<file path="config.mk">
export PLATFORM = sky130hd
export DESIGN_NAME = dual_timer_counter_ctrl
export DESIGN_NICKNAME = d
export VERILOG_FILES = /design/src/timer_pkg.sv /design/src/pin_sync.sv /design/src/count_unit.sv /design/src/dual_timer_counter_ctrl.sv
export SDC_FILE = /design/constraint.sdc
export NUM_CORES = 1
export LEC_CHECK = 0
export ABC_CLOCK_PERIOD_IN_PS = 2300
export BUFFER_PORTS_ARGS = -buffer_cell sky130_fd_sc_hd__buf_2
export CAP_MARGIN = 15
export CORE_MARGIN = 2
export CORE_UTILIZATION = 25
export CTS_BUF_LIST = sky130_fd_sc_hd__clkbuf_2 sky130_fd_sc_hd__clkbuf_4 sky130_fd_sc_hd__clkbuf_8
export CTS_CLUSTER_DIAMETER = 200
export DETAILED_ROUTE_END_ITERATION = 16
export PLACE_DENSITY = 0.43
export REMOVE_ABC_BUFFERS = 1
export SYNTH_ARGS = -nofsm -noshare
export SYNTH_HDL_FRONTEND = slang
export SYNTH_SLANG_ARGS = --single-unit
</file>
<file path="constraint.sdc">
create_clock -name clk -period 2.3 [get_ports clk]
set_clock_uncertainty 0.2 [all_clocks]
set_input_delay 0.345 -clock clk [delete_from_list [all_inputs] [get_ports clk]]
set_output_delay 0.345 -clock clk [all_outputs]
set_load 0.02 [all_outputs]
</file>
<file path="src/timer_pkg.sv">
package timer_pkg;

	// register addresses
	localparam logic [7:0] ADDR_CONTROL_STATUS = 8'h88;
	localparam logic [7:0] ADDR_MODE_CONFIG = 8'h89;
	localparam logic [7:0] ADDR_ZERO_LOW = 8'h8a;
	localparam logic [7:0] ADDR_ONE_LOW = 8'h8b;
	localparam logic [7:0] ADDR_ZERO_HIGH = 8'h8c;
	localparam logic [7:0] ADDR_ONE_HIGH = 8'h8d;

	localparam logic [7:0] RESET_BYTE = 8'h00;
	localparam logic [7:0] UNMAPPED_BYTE = 8'h00;
	localparam logic [7:0] ALL_ONES_BYTE = 8'hff;
	localparam logic [12:0] ALL_ONES_13 = 13'h1fff;
	localparam logic [15:0] ALL_ONES_16 = 16'hffff;

	// control and status bit positions
	localparam int BIT_ONE_OVF = 7;
	localparam int BIT_ONE_RUN = 6;
	localparam int BIT_ZERO_OVF = 5;
	localparam int BIT_ZERO_RUN = 4;
	localparam int BIT_IRQ_ONE_FLAG = 3;
	localparam int BIT_IRQ_ONE_TYPE = 2;
	localparam int BIT_IRQ_ZERO_FLAG = 1;
	localparam int BIT_IRQ_ZERO_TYPE = 0;

	// mode register bit positions
	localparam int BIT_ONE_GATING = 7;
	localparam int BIT_ONE_COUNT_SEL = 6;
	localparam int BIT_ONE_MODE_HI = 5;
	localparam int BIT_ONE_MODE_LO = 4;
	localparam int BIT_ZERO_GATING = 3;
	localparam int BIT_ZERO_COUNT_SEL = 2;
	localparam int BIT_ZERO_MODE_HI = 1;
	localparam int BIT_ZERO_MODE_LO = 0;

	// pin vector positions for the synchroniser
	localparam int PIN_COUNT_ZERO = 0;
	localparam int PIN_COUNT_ONE = 1;
	localparam int PIN_IRQ_ZERO = 2;
	localparam int PIN_IRQ_ONE = 3;
	localparam int PIN_TOTAL = 4;

	typedef enum logic [1:0] {
		MODE_13BIT = 2'b00,
		MODE_16BIT = 2'b01,
		MODE_RELOAD = 2'b10,
		MODE_SPLIT = 2'b11
	} timer_mode_t;

	typedef struct packed {
		logic wr_en;
		logic rd_en;
		logic [7:0] addr;
		logic [7:0] wdata;
		logic bit_wr_en;
		logic [2:0] bit_sel;
		logic bit_val;
	} sfr_req_t;

	typedef struct packed {
		logic timer_one;
		logic timer_zero;
		logic ext_irq_one;
		logic ext_irq_zero;
	} vector_ack_t;

endpackage

</file>
<file path="src/pin_sync.sv">
`timescale 1ns/100ps
module pin_sync #(
	parameter int WIDTH = 4
) (
	// clock and reset
	input wire logic clk,
	input wire logic rst,
	// raw pins
	input wire logic [WIDTH-1:0] pin_in,
	// synchronised level and its previous sample
	output logic [WIDTH-1:0] level,
	output logic [WIDTH-1:0] level_prev
);
	logic [WIDTH-1:0] stage_one_reg;

	genvar i;
	generate
		for (i = 0; i < WIDTH; i++) begin : g_pin
			always_ff @(posedge clk or posedge rst) begin
				if (rst) begin
					stage_one_reg[i] <= 1'b0;
					level[i] <= 1'b0;
					level_prev[i] <= 1'b0;
				end else begin
					stage_one_reg[i] <= pin_in[i];
					level[i] <= stage_one_reg[i];
					level_prev[i] <= level[i];
				end
			end
		end
	endgenerate
endmodule

</file>
<file path="src/count_unit.sv">
`timescale 1ns/100ps
module count_unit (
	// configuration and step
	input timer_pkg::timer_mode_t mode,
	input wire logic tick,
	// present count
	input wire logic [7:0] low,
	input wire logic [7:0] high,
	// next count and overflow
	output logic [7:0] low_next,
	output logic [7:0] high_next,
	output logic overflow
);
	import timer_pkg::*;

	wire [12:0] count_13 = {high, low[4:0]};
	wire [12:0] inc_13 = count_13 + 13'h0001;
	wire [15:0] inc_16 = {high, low} + 16'h0001;
	wire [7:0] inc_8 = low + 8'h01;
	wire low_full = (low == ALL_ONES_BYTE);

	always_comb begin
		low_next = low;
		high_next = high;
		overflow = 1'b0;
		if (tick) begin
			unique case (mode)
				MODE_13BIT: begin
					// upper three low bits are left alone
					low_next = {low[7:5], inc_13[4:0]};
					high_next = inc_13[12:5];
					overflow = (count_13 == ALL_ONES_13);
				end
				MODE_16BIT: begin
					{high_next, low_next} = inc_16;
					overflow = ({high, low} == ALL_ONES_16);
				end
				MODE_RELOAD: begin
					low_next = low_full ? high : inc_8;
					overflow = low_full;
				end
				MODE_SPLIT: begin
					low_next = inc_8;
					overflow = low_full;
				end
			endcase
		end
	end
endmodule

</file>
<file path="src/dual_timer_counter_ctrl.sv">
`timescale 1ns/100ps
module dual_timer_counter_ctrl (
	// clock and reset
	input wire logic clk,
	input wire logic rst,
	// special function register port
	input timer_pkg::sfr_req_t sfr_req,
	output logic [7:0] rdata_reg,
	// core vectoring acknowledges, one-cycle pulses
	input timer_pkg::vector_ack_t vector_ack,
	// prescaled timer clock ticks, one-cycle pulses
	input wire logic timer_zero_clock_tick,
	input wire logic timer_one_clock_tick,
	// external pins
	input wire logic count_pin_zero,
	input wire logic count_pin_one,
	input wire logic ext_irq_zero_input,
	input wire logic ext_irq_one_input,
	// polarity configuration, 1 means active high
	input wire logic ext_irq_zero_polarity,
	input wire logic ext_irq_one_polarity,
	// interrupt request flags
	output logic timer_zero_overflow_flag,
	output logic timer_one_overflow_flag,
	output logic ext_irq_zero_flag,
	output logic ext_irq_one_flag,
	// overflow pulses for other peripherals
	output logic timer_zero_overflow_pulse_reg,
	output logic timer_one_overflow_pulse_reg
);
	import timer_pkg::*;

	function automatic logic byte_write(input sfr_req_t req, input logic [7:0] a);
		return req.wr_en && (req.addr == a);
	endfunction

	logic [7:0] timer_control_status_reg, timer_control_status_next;
	logic [7:0] timer_mode_config_reg;
	logic [7:0] timer_zero_count_low_reg, timer_zero_count_low_next;
	logic [7:0] timer_one_count_low_reg, timer_one_count_low_next;
	logic [7:0] timer_zero_count_high_reg, timer_zero_count_high_next;
	logic [7:0] timer_one_count_high_reg, timer_one_count_high_next;
	logic [7:0] read_mux;

	// pin synchronisation
	wire [PIN_TOTAL-1:0] raw_pins = {ext_irq_one_input, ext_irq_zero_input,
		count_pin_one, count_pin_zero};
	logic [PIN_TOTAL-1:0] pin_level, pin_prev;

	pin_sync #(.WIDTH(PIN_TOTAL)) u_pin_sync (
		.clk(clk),
		.rst(rst),
		.pin_in(raw_pins),
		.level(pin_level),
		.level_prev(pin_prev)
	);

	wire count_zero_fall = pin_prev[PIN_COUNT_ZERO] & ~pin_level[PIN_COUNT_ZERO];
	wire count_one_fall = pin_prev[PIN_COUNT_ONE] & ~pin_level[PIN_COUNT_ONE];
	wire irq_zero_active = ~(pin_level[PIN_IRQ_ZERO] ^ ext_irq_zero_polarity);
	wire irq_one_active = ~(pin_level[PIN_IRQ_ONE] ^ ext_irq_one_polarity);
	wire irq_zero_was = ~(pin_prev[PIN_IRQ_ZERO] ^ ext_irq_zero_polarity);
	wire irq_one_was = ~(pin_prev[PIN_IRQ_ONE] ^ ext_irq_one_polarity);

	// field decode
	wire [7:0] ctl = timer_control_status_reg;
	wire [7:0] md = timer_mode_config_reg;
	wire irq_zero_edge_mode = ctl[BIT_IRQ_ZERO_TYPE];
	wire irq_one_edge_mode = ctl[BIT_IRQ_ONE_TYPE];
	timer_mode_t zero_mode, one_mode;
	assign zero_mode = timer_mode_t'(md[BIT_ZERO_MODE_HI:BIT_ZERO_MODE_LO]);
	assign one_mode = timer_mode_t'(md[BIT_ONE_MODE_HI:BIT_ONE_MODE_LO]);
	wire zero_split = (zero_mode == MODE_SPLIT);
	wire one_inactive = (one_mode == MODE_SPLIT);

	// run control
	wire zero_enabled = ctl[BIT_ZERO_RUN]
		& (~md[BIT_ZERO_GATING] | irq_zero_active);
	wire one_enabled = ctl[BIT_ONE_RUN]
		& (~md[BIT_ONE_GATING] | irq_one_active);

	// count sources
	wire zero_source = md[BIT_ZERO_COUNT_SEL] ? count_zero_fall : timer_zero_clock_tick;
	wire one_source = md[BIT_ONE_COUNT_SEL] ? count_one_fall : timer_one_clock_tick;
	wire zero_tick = zero_enabled & zero_source;
	// split mode: timer one has no pin or run bit, only its mode stops it
	wire one_tick = ~one_inactive &
		(zero_split ? timer_one_clock_tick : (one_enabled & one_source));
	// split mode: high byte of timer zero runs on timer one run bit
	wire split_high_tick = zero_split & ctl[BIT_ONE_RUN] & timer_one_clock_tick;

	logic [7:0] zero_low_calc, zero_high_calc, one_low_calc, one_high_calc;
	logic zero_ovf, one_ovf;

	count_unit u_zero (
		.mode(zero_mode),
		.tick(zero_tick),
		.low(timer_zero_count_low_reg),
		.high(timer_zero_count_high_reg),
		.low_next(zero_low_calc),
		.high_next(zero_high_calc),
		.overflow(zero_ovf)
	);

	count_unit u_one (
		.mode(one_mode),
		.tick(one_tick),
		.low(timer_one_count_low_reg),
		.high(timer_one_count_high_reg),
		.low_next(one_low_calc),
		.high_next(one_high_calc),
		.overflow(one_ovf)
	);

	wire split_high_ovf = split_high_tick & (timer_zero_count_high_reg == ALL_ONES_BYTE);
	wire [7:0] split_high_inc = timer_zero_count_high_reg + 8'h01;

	// flag sources
	wire set_zero_ovf = zero_ovf;
	wire set_one_ovf = zero_split ? split_high_ovf : one_ovf;
	wire set_irq_zero = irq_zero_edge_mode ? (irq_zero_active & ~irq_zero_was)
		: irq_zero_active;
	wire set_irq_one = irq_one_edge_mode ? (irq_one_active & ~irq_one_was)
		: irq_one_active;

	// count register next values; a software write wins over counting
	assign timer_zero_count_low_next = byte_write(sfr_req, ADDR_ZERO_LOW) ? sfr_req.wdata
		: zero_low_calc;
	assign timer_one_count_low_next = byte_write(sfr_req, ADDR_ONE_LOW) ? sfr_req.wdata
		: one_low_calc;
	assign timer_zero_count_high_next = byte_write(sfr_req, ADDR_ZERO_HIGH) ? sfr_req.wdata
		: (split_high_tick ? split_high_inc : zero_high_calc);
	assign timer_one_count_high_next = byte_write(sfr_req, ADDR_ONE_HIGH) ? sfr_req.wdata
		: one_high_calc;

	// control register: software, then vector clears, then hardware sets
	always_comb begin
		timer_control_status_next = timer_control_status_reg;
		if (byte_write(sfr_req, ADDR_CONTROL_STATUS)) begin
			timer_control_status_next = sfr_req.wdata;
		end
		if (sfr_req.bit_wr_en) begin
			timer_control_status_next[sfr_req.bit_sel] = sfr_req.bit_val;
		end
		if (vector_ack.timer_one) begin
			timer_control_status_next[BIT_ONE_OVF] = 1'b0;
		end
		if (vector_ack.timer_zero) begin
			timer_control_status_next[BIT_ZERO_OVF] = 1'b0;
		end
		if (vector_ack.ext_irq_one && irq_one_edge_mode) begin
			timer_control_status_next[BIT_IRQ_ONE_FLAG] = 1'b0;
		end
		if (vector_ack.ext_irq_zero && irq_zero_edge_mode) begin
			timer_control_status_next[BIT_IRQ_ZERO_FLAG] = 1'b0;
		end
		// sets win over any clear in the same cycle
		if (set_one_ovf) begin
			timer_control_status_next[BIT_ONE_OVF] = 1'b1;
		end
		if (set_zero_ovf) begin
			timer_control_status_next[BIT_ZERO_OVF] = 1'b1;
		end
		if (set_irq_one) begin
			timer_control_status_next[BIT_IRQ_ONE_FLAG] = 1'b1;
		end
		if (set_irq_zero) begin
			timer_control_status_next[BIT_IRQ_ZERO_FLAG] = 1'b1;
		end
	end

	// read selection
	always_comb begin
		unique case (sfr_req.addr)
			ADDR_CONTROL_STATUS: read_mux = timer_control_status_reg;
			ADDR_MODE_CONFIG: read_mux = timer_mode_config_reg;
			ADDR_ZERO_LOW: read_mux = timer_zero_count_low_reg;
			ADDR_ONE_LOW: read_mux = timer_one_count_low_reg;
			ADDR_ZERO_HIGH: read_mux = timer_zero_count_high_reg;
			ADDR_ONE_HIGH: read_mux = timer_one_count_high_reg;
			default: read_mux = UNMAPPED_BYTE;
		endcase
	end

	// run bits only gate ticks; counts are never cleared by them
	always_ff @(posedge clk or posedge rst) begin
		if (rst) begin
			timer_control_status_reg <= RESET_BYTE;
			timer_mode_config_reg <= RESET_BYTE;
			timer_zero_count_low_reg <= RESET_BYTE;
			timer_one_count_low_reg <= RESET_BYTE;
			timer_zero_count_high_reg <= RESET_BYTE;
			timer_one_count_high_reg <= RESET_BYTE;
		end else begin
			timer_control_status_reg <= timer_control_status_next;
			if (byte_write(sfr_req, ADDR_MODE_CONFIG)) begin
				timer_mode_config_reg <= sfr_req.wdata;
			end
			timer_zero_count_low_reg <= timer_zero_count_low_next;
			timer_one_count_low_reg <= timer_one_count_low_next;
			timer_zero_count_high_reg <= timer_zero_count_high_next;
			timer_one_count_high_reg <= timer_one_count_high_next;
		end
	end

	always_ff @(posedge clk or posedge rst) begin
		if (rst) begin
			rdata_reg <= RESET_BYTE;
			timer_zero_overflow_pulse_reg <= 1'b0;
			timer_one_overflow_pulse_reg <= 1'b0;
		end else begin
			if (sfr_req.rd_en) begin
				rdata_reg <= read_mux;
			end
			timer_zero_overflow_pulse_reg <= zero_ovf;
			timer_one_overflow_pulse_reg <= one_ovf;
		end
	end

	assign timer_one_overflow_flag = timer_control_status_reg[BIT_ONE_OVF];
	assign timer_zero_overflow_flag = timer_control_status_reg[BIT_ZERO_OVF];
	assign ext_irq_one_flag = timer_control_status_reg[BIT_IRQ_ONE_FLAG];
	assign ext_irq_zero_flag = timer_control_status_reg[BIT_IRQ_ZERO_FLAG];
endmodule

</file>
## After elaboration in Yosys (flattened, before gate mapping)

Cells that the tools add are included.

- Register bits: 70
- Latch bits: 0
- Bits in writable memories: 0
- ROM bits: 0
- Bits of input ports: 37
- Output and inout port bits: 14
- Memories kept: 0

- Add/subtract/negate cells: 7
- Multiply operators: 0
- Divide/modulo/power cells: 0
- Order comparisons: 2
- Eq/ne operators: 21
- Shifts and indexed selects: 0
- Multiplexer cells: 39
- Bitwise logic cells: 25
- Reductions and logical operators: 23

Operator list:

| operator | count |
|---|---|
| two-way mux 8 bit | 13 |
| equality test 8 bit (second input constant) | 9 |
| one-hot mux 8 bit (4 select lines) | 2 |
| one-hot mux 8 bit (6 select lines) | 1 |
| adder 16 x 1 -> 16 bit (second input constant) | 2 |
| equality test 16 bit (second input constant) | 2 |
| one-hot mux 8 bit (2 select lines) | 2 |
| adder 13 x 1 -> 13 bit (second input constant) | 2 |
| equality test 13 bit (second input constant) | 2 |
| adder 8 x 1 -> 8 bit (second input constant) | 3 |
| two-way mux 1 bit | 17 |
| AND 1 bit | 12 |
| logical AND 1 bit | 9 |
| bitwise mux 8 bit | 1 |
| equality test 2 bit (second input constant) | 4 |
| AND reduction 2 bit | 4 |
| NOT 1 bit | 7 |
| one-hot mux 1 bit (3 select lines) | 2 |
| nonzero test 2 bit | 3 |
| nonzero test 3 bit | 2 |
| equality test 2 x 1 -> 1 bit (second input constant) | 2 |
| zero test 2 bit | 2 |
| < comparator 3 x 4 -> 1 bit (second input constant) | 1 |
| != test 2 bit (second input constant) | 2 |
| 6 further kinds | 11 |

## Logic depth before layout (Yosys ltp)

- Word-level depth: 10
- Mapped depth: 7
- Depth with buffers taken out: 6

## Modules after synthesis

Synthesis repeated with hierarchy kept, for this count alone.

- Cells, all modules: 484
- Area, all modules: 4703.3 um2

By module, submodules not included:

| module | times used | cells each | area each (um2) | seq. area each (um2) |
|---|---|---|---|---|
| dual_timer_counter_ctrl | 1 | 285 | 3135.5 | 1451.4 |
| count_unit | 2 | 93 | 631.9 | 0.0 |
| pin_sync | 1 | 13 | 304.0 | 300.3 |

## Worst setup path after synthesis

Ideal clock, no wire load.

- Kind: register to register
- Start: register timer_zero_count_low_reg[5]
- End: register timer_zero_count_high_reg[3]
- Arrival: 1.951 ns
- Path slack: 0.025 ns
- Cell stages (with the launch flop): 7
- Buffers on the path: 1
- Clock period less this slack: 2.275 ns
- Cells stage by stage: dfrtp_1 -> clkbuf_1 -> nand3_1 -> or4b_4 -> a2111oi_4 -> mux2i_1 -> nand2_1

- Word-level cells in the longest chain between the ends: 5

RTL lines:

| what | line | source |
|---|---|---|
| start, declared | dual_timer_counter_ctrl.sv:39 | `logic [7:0] timer_zero_count_low_reg, timer_zero_count_low_next;` |
| start signal, assigned | dual_timer_counter_ctrl.sv:199 | `timer_zero_count_low_reg <= timer_zero_count_low_next;` |
| adder 16 x 1 -> 16 bit | count_unit.sv:18 | `wire [15:0] inc_16 = {high, low} + 16'h0001;` |
| one-hot mux 8 bit (2 select lines) | count_unit.sv:27 | `unique case (mode)` |
| two-way mux 8 bit | count_unit.sv:26 | `if (tick) begin` |
| two-way mux 8 bit | dual_timer_counter_ctrl.sv:132 | `: (split_high_tick ? split_high_inc : zero_high_calc);` |
| two-way mux 8 bit | dual_timer_counter_ctrl.sv:131 | `assign timer_zero_count_high_next = byte_write(sfr_req, ADDR_ZERO_HIGH) ? sfr_req.wdata` |
| end signal, assigned | dual_timer_counter_ctrl.sv:201 | `timer_zero_count_high_reg <= timer_zero_count_high_next;` |
| end, declared | dual_timer_counter_ctrl.sv:41 | `logic [7:0] timer_zero_count_high_reg, timer_zero_count_high_next;` |

Every way passes these cells. The select of a mux whose other input is x is not followed.
A chain may end at the register's enable or synchronous reset.

## Worst setup path in the final report

- Start: register timer_zero_count_low_reg[0]
- End: register timer_zero_count_high_reg[3]

- Word-level cells in the longest chain between the ends: 5

RTL lines:

| what | line |
|---|---|
| adder 16 x 1 -> 16 bit / adder 13 x 1 -> 13 bit (equally long branches) | count_unit.sv:18, count_unit.sv:17 |
| one-hot mux 8 bit (2 select lines) (*) | count_unit.sv:27 |
| two-way mux 8 bit (*) | count_unit.sv:26 |
| two-way mux 8 bit (*) | dual_timer_counter_ctrl.sv:132 |
| two-way mux 8 bit (*) | dual_timer_counter_ctrl.sv:131 |

Every way passes the cells marked *; elsewhere a longest branch is shown, timed or not. The select of a mux whose other input is x is not followed.

==> impl_metrics.ini <==
[worst_setup_path]
critPathMaxStageDelay_ns = 0.49
arrival_ns = 2.32
slowest_stage = or4b_4
end_kind = flop
path_class = flop to flop
cp-start-kind = flop
cp_cell_sequence = and4_1, or4b_4, a2111oi_4, buf_4, mux2i_1, nand2_1
cp_data_required_time_ns = 2.36
path_max_fanout = 4

[timing]
layout_min_cycle_time_ns = 2.26
finalCritPeriodShare_pct = 98.1
tightest_slew_ns = 0.519
finalHoldViolCount = 0
timing.fmax_ghz = 0.443
rsz0062_at_grt = yes
slew_viol_final = 0
setup_viol = 0
slew_headroom_pct = 65.3
holdWs_ns = 0.0430
setup_ws_ns = 0.0434

[synth]
synth.top_cells.by_area = dfrtp_1 38%, nand2_1 3.8%, mux4_2 3.4%
syn_inst = 497
synth_seq_cells = 70
synth_top_area_share_pct = 38.3
synthArstFlopShare_pct = 100
synth.distinct_cells = 68
synth_edf_count = 0
yosys_warnings = 0
yosysSeqAreaShare_pct = 38.3
netlist_area_um2 = 4570
synth_top_area_cell = dfrtp_1
postSynthAreaPerCell_um2 = 9.20
yosys_most_used_dff = dfrtp_1

[floorplan]
dieWidth_um = 139
num_io_pins = 51
die_area_um2 = 19400
fp.coreArea_um2 = 18000
start_util_pct = 25.5
fp.dieH_um = 139
num_rows = 49

[routing]
drc = 0
drt-vias-per-instance = 5.40
wl_per_cell_um = 19.6
finalWirelength_mm = 16.3
firstDrtPassIters = 5
drt-initial-drc-count = 371
drtAntennaViolNets = 0
num_vias = 4501

[final_layout]
multiInputGateArea_um2 = 2670
fin_cells = 834
n_antenna_cell = 0
syn_to_final_growth_pct = 28.0
drive_gt1_share_pct = 28.3
final_area_um2 = 5850
fillCellCount = 1879
layout.nets = 641
ff_latch_area_um2 = 1750

[clock_network]
clk_pin_slew_ns = 0.08
cts_buffer_depth = 2
clockRootBuffer = clkbuf_8
numCtsBuffers = 9
cts.sinks = 70
h-tree-depth = 3
cts_tree = built
clock_latency_ns = 0.39

[global_route]
grt_max_degree = 71
grt_pass1_vias = 4265
antenna_found_initial = 1
grt_pass1_wl_mm = 25.0
grt_use_total_pct = 16.8
grt_overflow = 0

[power_and_ir_drop]
vdd_drop_max_mv = 0.439
leakage_uw = 0.00239
p_per_area_nw_per_um2 = 800

[flow_run]
maxCapViolations = 0

[status]
outcome = completed

[placement]
place_ws_ns = -0.0460
place_inst = 812
dp_hpwl_mm = 12.1
portBuffers = 50
postPlaceCellArea_um2 = 5510
place_congestion = 0.926

[hold_path]
hold_class = primary input to flop
==> path summary, 6_finish.rpt <==
| path | start | to | slack (ns) | cells past startpoint |
|---|---|---|---|---|
| setup reg to reg | timer_zero_count_low_reg[0]$_DFFE_PP0P_ | timer_zero_count_high_reg[3]$_DFFE_PP0P_ | 0.04 | 6 |
| hold / removal | vector_ack[0] | ctl[1]$_DFF_PP0_ | 0.04 | 3 |
| max in group asynchronous | rst | timer_zero_count_high_reg[3]$_DFFE_PP0P_ | 1.19 | 4 |
| setup / recovery | timer_zero_count_low_reg[0]$_DFFE_PP0P_ | timer_zero_count_high_reg[3]$_DFFE_PP0P_ | 0.04 | 6 |
| min in group asynchronous | rst | md[6]$_DFFE_PP0P_ | 0.37 | 4 |
| hold reg to reg | u_pin_sync.stage_one_reg[1]$_DFF_PP0_ | u_pin_sync.level[1]$_DFF_PP0_ | 0.15 | 0 |
==> layout by cell type (no fill, tap or decap), types with 10 or more instances in the layout <==
cell type / netlist / layout
dfrtp_1: 70 / 69
buf_4: 0 / 63
buf_2: 7 / 50
nand2_1: 46 / 46
nor2_1: 26 / 26
o21ai_0: 24 / 24
nand3_1: 22 / 22
inv_1: 21 / 20
a31oi_1: 17 / 17
a21oi_1: 16 / 16
o31ai_1: 15 / 15
mux2i_1: 14 / 14
nor2b_1: 13 / 13
nand4_1: 12 / 12
and3_1: 11 / 10
nor3_1: 10 / 10
clkbuf_8: 0 / 10
==> cell families (layout without fill, tap and decap cells) <==
| group | count (synthesis) | count (layout) | share of synthesized area (%) |
|---|---|---|---|
| xor+xnor | 8 | 8 | 1.53 |
| buf+inv | 49 | 157 | 4.21 |
| mux | 31 | 31 | 9.30 |
| simple gates | 199 | 199 | 24.6 |
| compound gates | 137 | 137 | 21.2 |
| flops | 70 | 70 | 38.3 |
| fa+ha+maj | 3 | 3 | 0.821 |
==> repair_timing <==
action / in CTS / in global routing
buffers inserted: 0 / 1
endpoints found under the setup margin: 0 / 10
hold buffers: 6 / 0
resized for setup: 0 / 10
hold endpoints to repair: 75 / 0
==> layout make-up <==
cell class	instances	area share, %
multi-input cells	378	45.6
well taps	229	4.90
repair buffers	121	14.1
inverters	21	1.35
flip-flops and latches	70	29.9
clock inverters	5	1.84
clock buffers	10	2.35
==> worst max-delay path: cells and delay by family, from the launching register on <==
family | cells | cell delay (ns)
AND/OR/NAND/NOR | 3 | 0.78
flip-flops | 1 | 0.41
AO/OA/AOI/OAI | 1 | 0.34
buffers and inverters | 1 | 0.20
multiplexers | 1 | 0.20
==> metal layers <==
| metal | wire [um] | GRT usage, % | vias to the layer above |
|---|---|---|---|
| met3 | 1070 | 4.16 | 29 |
| met1 | 8000 | 24.6 | 2177 |
| met2 | 6940 | 24.3 | 165 |
| li1 | - | - | 2128 |
| met5 | 7 | 0 | - |
| met4 | 311 | 5.10 | 2 |
==> power by group <==
group          total [uW]  internal [uW]  switching (uW)
Clock                1280            748             528
Combinational        1750            810             943
Sequential           1650           1440             210
==> synth_stat cells, types with 9 or more instances <==
master / instances
dfrtp_1: 70
nand2_1: 46
nor2_1: 26
o21ai_0: 24
nand3_1: 22
inv_1: 21
clkbuf_1: 20
a31oi_1: 17
a21oi_1: 16
o31ai_1: 15
mux2i_1: 14
nor2b_1: 13
nand4_1: 12
and3_1: 11
nor3_1: 10
a211oi_1: 9
and4_1: 9
mux2_2: 9
==> stage by stage <==
stage / utilization, % / setup TNS (ns) / total power [uW]
6_report: 32.6 / 0 / 4680
5_1_grt: 32.6 / -0.0958 / 4960
4_1_cts: 32.4 / 0 / 4660
3_5_place_dp: 30.7 / -0.223 / 3350
3_3_place_gp: 30.7 / -0.735 / 3340
2_1_floorplan: - / -3.46 / 2530
No activity file was read; power rests on OpenSTA's default activity.
